### config.mk
export PLATFORM = sky130hd
export DESIGN_NAME = spcr_port
export DESIGN_NICKNAME = d
export VERILOG_FILES = /design/src/pkg/spcr_pkg.sv /design/src/design/spcr_port.sv
export VERILOG_INCLUDE_DIRS = /design/src /design/src/pkg
export SDC_FILE = /design/constraint.sdc
export NUM_CORES = 1
export LEC_CHECK = 0
export ABC_AREA = 1
export ABC_CLOCK_PERIOD_IN_PS = 10800
export BUFFER_PORTS_ARGS = -buffer_cell sky130_fd_sc_hd__buf_2
export CAP_MARGIN = 20
export CORE_ASPECT_RATIO = 1.75
export CORE_UTILIZATION = 50
export CTS_BUF_LIST = sky130_fd_sc_hd__clkbuf_8
export DETAILED_ROUTE_END_ITERATION = 12
export GPL_ROUTABILITY_DRIVEN = 0
export PLACE_DENSITY = 0.73
export SYNTH_ARGS = -nofsm -noshare
export SYNTH_HDL_FRONTEND = slang
export SYNTH_SLANG_ARGS = --single-unit
### constraint.sdc
create_clock -name i_clk -period 10.8 [get_ports i_clk]
set_clock_uncertainty 0.1 [all_clocks]
set_input_delay 0 -clock i_clk [delete_from_list [all_inputs] [get_ports i_clk]]
set_output_delay 0 -clock i_clk [all_outputs]
set_load 0.005 [all_outputs]
### src/pkg/spcr_consts.svh
// Constants of the serial CRC register access port
`ifndef SPCR_CONSTS_SVH
`define SPCR_CONSTS_SVH

// ----------------------------------------------------------------
// Frame geometry, counter limits and CRC polynomial
// ----------------------------------------------------------------
`define SPCR_FIRST_WORD_BITS 6'd32
`define SPCR_BURST_WORD_BITS 6'd24
`define SPCR_CNT_MAX 6'h3F
`define SPCR_WORDS_MAX 8'hFF
`define SPCR_SEEK_MAX 7'h7F
`define SPCR_CRC_POLY 8'h07

// ----------------------------------------------------------------
// Addresses
// ----------------------------------------------------------------
`define SPCR_READ_SEL_ADDR 8'h64
`define SPCR_ALERT_STAT_ADDR 8'h3E
`define SPCR_MODEM_RX_ADDR 7'h58

// ----------------------------------------------------------------
// Read select data field and alert status layout
// ----------------------------------------------------------------
`define SPCR_RSEL_PTR_LSB 0
`define SPCR_RSEL_PTR_MSB 6
`define SPCR_RSEL_AUTO_BIT 8
`define SPCR_RSEL_INFO_BIT 9
`define SPCR_RSEL_PTR_RST 7'h00
`define SPCR_SPI_ERR_BIT 4

`endif

### src/pkg/spcr_pkg.sv
// Types shared by the serial CRC register access port
package spcr_pkg;

  typedef logic [7:0] spcr_addr_t;
  typedef logic [15:0] spcr_data_t;
  typedef logic [31:0] spcr_word_t;

  // What the end of a frame does
  typedef enum logic [1:0] {
    SPCR_END_NONE,
    SPCR_END_WRITE,
    SPCR_END_BURST,
    SPCR_END_ERROR
  } spcr_end_t;

endpackage : spcr_pkg

### src/design/spcr_port.sv
// Serial CRC protected register access port, subordinate side
//
// How it works
// - incoming frame shifts in, MSB first
// - input data sampled on serial clock fall
// - second frame shifts selected register out
// - output bit 31 is one from select
// - remaining output bits change on clock rise
// - register contents in output bits 23..8
// - bits 30..24 address or status flags
// - readback word ends with its CRC
// - auto readback outputs pointer every frame
// - burst steps address, sends data plus CRC
// - burst valid only for 32+24n rises
// - write needs exactly 32 falling edges
// - bad length discarded, error flag latched
// - burst skips registers deselected in mask
// - burst from modem receive never advances
// - no register writes while bursting
// - CRC polynomial x8+x2+x+1 over 24 bits
// - good CRC commits the write
// - bad CRC discards, latches error, alert
// - writing one clears latched flag
`timescale 1ns/1ps
`include "spcr_consts.svh"

module spcr_port #(
  parameter logic [6:0] MODEM_RX_ADDR = `SPCR_MODEM_RX_ADDR,
  parameter logic [7:0] ALERT_STAT_ADDR = `SPCR_ALERT_STAT_ADDR
) (
  input wire logic i_clk,
  input wire logic i_rst,
  input wire logic i_sclk,
  input wire logic i_cs_n,
  input wire logic i_sdi,
  output logic o_sdo,
  output logic o_sdo_oe_n,
  output logic [7:0] o_rd_addr,
  input wire logic [15:0] i_rd_data,
  input wire logic i_rd_in_burst,
  output logic o_reg_wr,
  output logic [7:0] o_reg_addr,
  output logic [15:0] o_reg_wdata,
  input wire logic i_spi_err_mask,
  input wire logic i_other_alert,
  input wire logic i_adc_rdy,
  input wire logic i_modem_alert_flag,
  input wire logic i_din_comp,
  output logic o_alert_n,
  output logic o_spi_err_flag,
  output logic o_auto_rd_en,
  output logic o_read_return_info_sel,
  output logic [6:0] o_readback_ptr
);

  // ----------------------------------------------------------------
  // Functions
  // ----------------------------------------------------------------
  // CRC-8 over 24 bits
  function automatic logic [7:0] spcr_crc8(input logic [23:0] d);
    logic [7:0] c;
    c = 8'h00;
    for (int i = 23; i >= 0; i--) begin
      c = {c[6:0], 1'b0} ^ (((c[7] ^ d[i]) == 1'b1) ? `SPCR_CRC_POLY : 8'h00);
    end
    return c;
  endfunction : spcr_crc8

  // word with leading one and trailing CRC
  function automatic spcr_pkg::spcr_word_t spcr_word(input logic [6:0] info,
                                                      input logic [15:0] d);
    return {1'b1, info, d, spcr_crc8({1'b1, info, d})};
  endfunction : spcr_word

  // ----------------------------------------------------------------
  // Pin synchronisers
  // ----------------------------------------------------------------
  logic [2:0] sclk_sync_reg;
  logic [2:0] cs_sync_reg;
  logic [1:0] sdi_sync_reg;

  // Link clock is slow (800 ns), so sampling it with the core clock is safe
  always_ff @(posedge i_clk or posedge i_rst) begin
    if (i_rst) begin
      sclk_sync_reg <= 3'h0;
      cs_sync_reg <= 3'h7;
      sdi_sync_reg <= 2'h0;
    end else begin
      sclk_sync_reg <= {sclk_sync_reg[1:0], i_sclk};
      cs_sync_reg <= {cs_sync_reg[1:0], i_cs_n};
      sdi_sync_reg <= {sdi_sync_reg[0], i_sdi};
    end
  end

  wire frame_start = ~cs_sync_reg[1] & cs_sync_reg[2];
  wire frame_end = cs_sync_reg[1] & ~cs_sync_reg[2];
  wire active = ~cs_sync_reg[1] & ~cs_sync_reg[2];
  wire sclk_fall = active & ~sclk_sync_reg[1] & sclk_sync_reg[2];
  wire sclk_rise = active & sclk_sync_reg[1] & ~sclk_sync_reg[2];

  // ----------------------------------------------------------------
  // Receive path
  // ----------------------------------------------------------------
  spcr_pkg::spcr_word_t in_shift_reg;
  logic [5:0] fall_cnt_reg;

  wire [31:0] in_shift_next = {in_shift_reg[30:0], sdi_sync_reg[1]};
  wire [5:0] fall_cnt_inc = (fall_cnt_reg == `SPCR_CNT_MAX) ? fall_cnt_reg
                                                              : fall_cnt_reg + 6'd1;

  always_ff @(posedge i_clk or posedge i_rst) begin
    if (i_rst) begin
      in_shift_reg <= 32'h0000_0000;
      fall_cnt_reg <= 6'h00;
    end else if (frame_start) begin
      fall_cnt_reg <= 6'h00;
    end else if (sclk_fall) begin
      in_shift_reg <= in_shift_next;
      fall_cnt_reg <= fall_cnt_inc;
    end
  end

  // ----------------------------------------------------------------
  // Read select state and word counting
  // ----------------------------------------------------------------
  logic [6:0] ptr_reg;
  logic auto_reg;
  logic info_reg;
  logic rd_pending_reg;
  logic rd_active_reg;
  logic [5:0] rise_in_word_reg;
  logic [7:0] words_reg;

  wire [5:0] word_limit = (words_reg == 8'h00) ? `SPCR_FIRST_WORD_BITS
                                               : `SPCR_BURST_WORD_BITS;
  wire [5:0] rise_inc = rise_in_word_reg + 6'd1;
  wire word_done = sclk_rise & (rise_inc == word_limit);
  wire [7:0] words_inc = (words_reg == `SPCR_WORDS_MAX) ? words_reg : words_reg + 8'd1;

  always_ff @(posedge i_clk or posedge i_rst) begin
    if (i_rst) begin
      rise_in_word_reg <= 6'h00;
      words_reg <= 8'h00;
    end else if (frame_start) begin
      rise_in_word_reg <= 6'h00;
      words_reg <= 8'h00;
    end else if (word_done) begin
      rise_in_word_reg <= 6'h00;
      words_reg <= words_inc;
    end else if (sclk_rise) begin
      rise_in_word_reg <= rise_inc;
    end
  end

  // ----------------------------------------------------------------
  // Readback address and burst stepping
  // ----------------------------------------------------------------
  logic [6:0] rd_addr_reg;
  logic hold_reg;
  logic seek_reg;
  logic [6:0] seek_cnt_reg;

  wire [6:0] rd_addr_inc = rd_addr_reg + 7'd1;
  // modem receive start pins the address
  wire hold_start = (ptr_reg == MODEM_RX_ADDR);
  // step at a word's first rise, so the next word is ready at its end
  wire step_now = sclk_rise & (rise_in_word_reg == 6'h00) & rd_active_reg & ~hold_reg;
  // skip deselected ones; the seek must end within one word of clocks
  wire seek_step = seek_reg & ~i_rd_in_burst & (seek_cnt_reg != `SPCR_SEEK_MAX);

  always_ff @(posedge i_clk or posedge i_rst) begin
    if (i_rst) begin
      rd_addr_reg <= `SPCR_RSEL_PTR_RST;
      hold_reg <= 1'b0;
      seek_reg <= 1'b0;
      seek_cnt_reg <= 7'h00;
    end else if (cs_sync_reg[2]) begin
      rd_addr_reg <= ptr_reg;
      hold_reg <= hold_start;
      seek_reg <= 1'b0;
    end else if (step_now) begin
      rd_addr_reg <= rd_addr_inc;
      seek_reg <= 1'b1;
      seek_cnt_reg <= 7'h00;
    end else if (seek_step) begin
      rd_addr_reg <= rd_addr_inc;
      seek_cnt_reg <= seek_cnt_reg + 7'd1;
    end else begin
      seek_reg <= 1'b0;
    end
  end

  // ----------------------------------------------------------------
  // Transmit path
  // ----------------------------------------------------------------
  spcr_pkg::spcr_word_t out_shift_reg;
  logic oe_n_reg;
  logic alert_n_reg;

  // auto readback reads on every frame
  wire rd_now = rd_pending_reg | auto_reg;
  // return info selects address or flags
  wire [6:0] status_info = {~alert_n_reg, i_adc_rdy, i_modem_alert_flag, 1'b0,
                            i_din_comp, 2'b00};
  wire [6:0] ret_info = info_reg ? status_info : rd_addr_reg;
  // bit 31 set as select falls
  wire [31:0] first_word = rd_now ? spcr_word(ret_info, i_rd_data) : 32'h0000_0000;
  wire [31:0] full_next = spcr_word(ret_info, i_rd_data);
  // further words carry data and CRC only
  wire [31:0] burst_word = {full_next[23:0], 8'h00};

  always_ff @(posedge i_clk or posedge i_rst) begin
    if (i_rst) begin
      out_shift_reg <= 32'h0000_0000;
      rd_active_reg <= 1'b0;
    end else if (frame_start) begin
      out_shift_reg <= first_word;
      rd_active_reg <= rd_now;
    end else if (word_done & rd_active_reg) begin
      out_shift_reg <= burst_word;
    end else if (sclk_rise) begin
      out_shift_reg <= {out_shift_reg[30:0], 1'b0};
    end
  end

  // Output is driven only while select is low
  always_ff @(posedge i_clk or posedge i_rst) begin
    if (i_rst) begin
      oe_n_reg <= 1'b1;
    end else begin
      oe_n_reg <= cs_sync_reg[1];
    end
  end

  assign o_sdo = out_shift_reg[31];
  assign o_sdo_oe_n = oe_n_reg;

  // ----------------------------------------------------------------
  // End of frame decision
  // ----------------------------------------------------------------
  wire [7:0] rx_addr = in_shift_reg[31:24];
  wire [15:0] rx_data = in_shift_reg[23:8];
  wire crc_ok = (spcr_crc8(in_shift_reg[31:8]) == in_shift_reg[7:0]);
  // burst ends on a whole word, at least two
  wire burst_ok = rd_active_reg & (words_reg >= 8'd2) & (rise_in_word_reg == 6'h00);
  wire len_ok = (fall_cnt_reg == `SPCR_FIRST_WORD_BITS);

  spcr_pkg::spcr_end_t end_kind;

  // everything is judged at select rise
  assign end_kind = !frame_end ? spcr_pkg::SPCR_END_NONE :
                    burst_ok ? spcr_pkg::SPCR_END_BURST :
                    (len_ok & crc_ok) ? spcr_pkg::SPCR_END_WRITE :
                    spcr_pkg::SPCR_END_ERROR;

  wire wr_now = (end_kind == spcr_pkg::SPCR_END_WRITE);
  wire sel_wr = wr_now & (rx_addr == `SPCR_READ_SEL_ADDR);
  // one in flag position clears it
  wire clr_wr = wr_now & (rx_addr == ALERT_STAT_ADDR) & rx_data[`SPCR_SPI_ERR_BIT];
  wire ext_wr = wr_now & ~sel_wr;

  // ----------------------------------------------------------------
  // Read select, readback request and write strobe
  // ----------------------------------------------------------------
  wire rd_pending_next = sel_wr ? 1'b1 :
                         (frame_end & rd_active_reg) ? 1'b0 : rd_pending_reg;

  always_ff @(posedge i_clk or posedge i_rst) begin
    if (i_rst) begin
      ptr_reg <= `SPCR_RSEL_PTR_RST;
      auto_reg <= 1'b0;
      info_reg <= 1'b0;
      rd_pending_reg <= 1'b0;
    end else begin
      rd_pending_reg <= rd_pending_next;
      if (sel_wr) begin
        ptr_reg <= rx_data[`SPCR_RSEL_PTR_MSB:`SPCR_RSEL_PTR_LSB];
        auto_reg <= rx_data[`SPCR_RSEL_AUTO_BIT];
        info_reg <= rx_data[`SPCR_RSEL_INFO_BIT];
      end
    end
  end

  always_ff @(posedge i_clk or posedge i_rst) begin
    if (i_rst) begin
      o_reg_wr <= 1'b0;
      o_reg_addr <= 8'h00;
      o_reg_wdata <= 16'h0000;
    end else begin
      o_reg_wr <= ext_wr;
      if (ext_wr) begin
        o_reg_addr <= rx_addr;
        o_reg_wdata <= rx_data;
      end
    end
  end

  // ----------------------------------------------------------------
  // Error flag, alert and outputs
  // ----------------------------------------------------------------
  logic err_reg;
  // set beats clear in the same cycle
  wire err_next = (end_kind == spcr_pkg::SPCR_END_ERROR) | (err_reg & ~clr_wr);
  // Mask only hides the flag from the pin; the flag itself stays latched
  wire alert_n_next = ~((err_reg & ~i_spi_err_mask) | i_other_alert);

  always_ff @(posedge i_clk or posedge i_rst) begin
    if (i_rst) begin
      err_reg <= 1'b0;
      alert_n_reg <= 1'b1;
    end else begin
      err_reg <= err_next;
      alert_n_reg <= alert_n_next;
    end
  end

  assign o_rd_addr = {1'b0, rd_addr_reg};
  assign o_alert_n = alert_n_reg;
  assign o_spi_err_flag = err_reg;
  assign o_auto_rd_en = auto_reg;
  assign o_read_return_info_sel = info_reg;
  assign o_readback_ptr = ptr_reg;

endmodule : spcr_port

==> qor.log <==
[route] via count of the routed design 8056
[synthesis] share of the synthesized area in the top cell type 40.4%
[hold_path] WHS Path Cells 2
[power_and_ir_drop] maximum resistive drop on vdd 84.1 uV
[floorplanning] core outline area 17100 sq um
[worst_setup_path] cell seen most often among critical-path stages nand2_1
[route] 1st-pass router iterations 5
[synthesis] synth cell count leaders nand2_1 (398), dfrtp_1 (142), inv_1 (122)
[sta] post-layout min period 3570 ps
[synthesis] Mapped Area 8790 sq um
[floorplanning] Initial Utilization 51.4%
[clocking] buffer cell driving the clock tree root clkbuf_8
[clocking] total clock buffers created by CTS 17
[worst_setup_path] critical path required time 11100 ps
[route] total wire length 22700 um
[sta] ratio of final minimum period to clock period 33.0%
[route] count of nets left with antenna violations after detail routing 0
[grt] via count of the first global-routing pass 7974
[floorplanning] Chip Width 102 um
[grt] largest net degree at the start of global routing 86
[worst_setup_path] worst path bufs/invs 2
[worst_setup_path] peak fanout along the critical path 34
[synthesis] number of synthesized register bits 146
[hold_path] worst min-delay path startpoint i_sclk
[synthesis] sequential-to-total area share from yosys stat 41.6%
[route] Via density 5.32
[synthesis] fraction of synthesis flops using an asynchronous set or reset pin 100%
[worst_setup_path] end of the worst register-to-register path o_reg_wdata[13]
[sta] Setup TNS 0 ps
[synthesis] cells after synthesis 1181
[clocking] number of H-tree levels 4
[synthesis] Syn Nets 1224
[final_layout] fraction of layout instances using a drive strength above 1 14.6%
[worst_setup_path] CP max stage cell nor2_4
[clocking] Clock transition at path regs 90 ps
[placement] port bufs 71
[floorplanning] number of rows created at floorplan 63
[clocking] buffers inserted by post-CTS timing repair 0
[clocking] clock latency on the worst-skew pair 470 ps
[worst_setup_path] Register-to-Register Setup Slack 7230 ps
[synthesis] yosys synthesis warning count 0
[grt] remaining global-route overflow 0
[clocking] Sink Count 146
[floorplanning] Die Area 18100 sq um
[floorplanning] die outline height 177 um
[worst_setup_path] Largest delay share family, worst path simple AND/OR/NAND/NOR gates
[clocking] clock tree from TritonCTS yes
[sta] Relative slew margins 40.9%
[clocking] maximum number of buffers from clock root to sink 2
[route] count of unresolved DRC violations after routing 0
[sta] Slew Viols, Final 0
[final_layout] diode insertion count for antenna repair 0
[worst_setup_path] Worst Reg2Reg Path Length in Cells 22
[hold_path] Min-Delay Endpoint sclk_sync_reg[0]
[worst_setup_path] reg2reg start in_shift_reg[28]
[worst_setup_path] category of the worst setup path capture point flip-flop
[sta] # setup viols final 0
[grt] wire length of the first global-routing pass 37000 um
[final_layout] post-layout net count 1317
[synthesis] cell accounting for the most synthesized area dfrtp_1
[synthesis] number of enable-type register cells in the synthesized netlist 0
[status] run status complete, no violations
[route] number of DRC markers in iteration 0 418
[worst_setup_path] WP data arrival 3870 ps
[final_layout] number of fillers in the final layout 1610
[synthesis] prevailing post-synth register cell dfrtp_1
[sta] actual slew at the worst max-slew pin 880 ps
[placement] HPWL after detailed placement 16300 um
[sta] Max Freq 280 MHz
[power_and_ir_drop] Static Leakage 5.15 nW
[route] routed wirelength normalized by instance count 15.0 um
[synthesis] dominant cell by count in the synthesized netlist nand2_1
[job] MaxCap Viol Count 0
[synthesis] mean instance size in the synthesized netlist 7.44 sq um
[worst_setup_path] kind of start point of the critical path flip-flop
[sta] Final Hold Vio Count 0
[worst_setup_path] highest cell delay on the worst timing path 570 ps
[synthesis] synth top area cells dfrtp_1 (40%), nand2_1 (17%), o21ai_0 (5.2%)
[sta] Hold Slack 66.2 ps
[floorplanning] number of I/O pins 73
[grt] number of antenna violations at the first check in global routing 0
[sta] RSZ-0062 raised after global routing false
[grt] Global Route Usage Sum 26.4%
[final_layout] layout-stage area growth over the synthesis result 13.9%
[synthesis] Netlist cell types 50
[hold_path] path class of the lowest-slack min-delay path input pin to flip-flop
[worst_setup_path] Critical Path, Cell by Cell inv_2 -> ha_1 -> inv_1 -> nand2_1 -> nand2_1 -> nand2_1 -> nand2_2 -> nand2_1 -> nand2_1 -> nand2_2 -> nand2_1 -> nand2_1 -> nand2_1 -> nand2_1 -> nand2_2 -> xor2_1 -> nand2_1 -> nor2_2 -> nand3_2 -> nor2_4 -> nand4_1 -> nand2_1
[power_and_ir_drop] Pwr Density 120 nW/um^2
[worst_setup_path] startpoint-to-endpoint class of the critical path flip-flop to flip-flop
metal layers:
layer | track usage (%) | share of wire, % | vias up
met2 | 48.1 | 54 | 209
met1 | 27.9 | 38 | 3774
met3 | 4.57 | 3.9 | 61
met4 | 14.8 | 4.2 | 0
li1 | - | - | 4012
met5 | 0 | 0 | -
logic make-up (layout without fill, tap and decap cells):
kind of cell	after synthesis	in the layout	synth area share, %
and+or+nand+nor	621	621	31.6
buffers and inverters	180	286	8.20
DFF	146	146	41.6
muxes	1	1	0.114
adders and majority gates	16	16	2.28
xor gates and xnor gates	46	46	5.27
other	1	1	0.0427
AOI/OAI and AO/OA	170	170	10.9
worst max-delay path by stage:
| stage | start | to | slack [ps] | cells past startpoint |
|---|---|---|---|---|
| 2_1_floorplan | i_rst | fall_cnt_reg[0] | 6780 | 1 |
| 3_3_place_gp | in_shift_reg[28] | o_reg_wdata[13] | 7360 | 22 |
| 3_5_place_dp | in_shift_reg[30] | o_reg_wdata[13] | 7300 | 21 |
| 4_1_cts | in_shift_reg[28] | o_reg_wdata[13] | 7280 | 23 |
| 5_1_grt | in_shift_reg[30] | o_reg_wdata[13] | 6870 | 22 |
| 6_report | in_shift_reg[28] | o_reg_wdata[13] | 7230 | 22 |
power breakdown:
group          internal (W)  switching [W]
Sequential         0.000576      0.0000179
Clock              0.000196       0.000238
Combinational     0.0000650       0.000112
per-stage QoR:
| step | util (%) | setup WS, ps | power (W) | cell area [sq um] | instances |
|---|---|---|---|---|---|
| 2_1_floorplan | - | 6780 | 0.000724 | 8790 | 1181 |
| 3_3_place_gp | 54.5 | 7360 | 0.000763 | 9320 | 1452 |
| 3_5_place_dp | 54.5 | 7300 | 0.000768 | 9320 | 1452 |
| 4_1_cts | 58.5 | 7280 | 0.00121 | 10000 | 1514 |
| 5_1_grt | 58.5 | 6870 | 0.00126 | 10000 | 1514 |
| 6_report | 58.5 | 7230 | 0.00120 | 10000 | 1514 |
cell usage in the layout (no fill, tap or decap), drive strengths merged:
cell type	instances
a21oi	32
a221oi	1
a22o	2
a22oi	3
a31oi	7
and3	1
buf	79
bufinv	1
clkbuf	18
clkinv	6
clkinvlp	2
conb	1
dfrtp	142
dfstp	4
dlygate4sd3	30
ha	16
inv	150
mux2i	1
nand2	421
nand3	82
nand3b	9
nand4	43
nor2	43
nor3	14
nor3b	1
nor4	5
o211ai	5
o21a	5
o21ai	100
o221ai	2
o22ai	11
o31ai	1
o41ai	1
or2	2
xnor2	9
xor2	37
worst reg2reg max path, delay by kind of cell (launching register included):
family | cells | cell delay [ps]
fa+ha+maj | 1 | 330
flops | 1 | 510
simple gates | 18 | 2240
xor+xnor | 1 | 160
buf+inv | 2 | 170
layout make-up:
cell class,count,area [sq um],area share (%)
clock inverters,14,145,1.45
multi-input cells,855,4410,44.1
flip-flops and latches,146,3660,36.6
repair buffers,109,716,7.15
inverters,145,549,5.49
well taps,227,284,2.84
clock buffers,18,248,2.48
timing repair:
item                                   CTS  global route
hold buffers                            30             0
gates resized for setup                  0             0
endpoints found under the hold margin  118             0
Power figures use the tool's default switching activity.
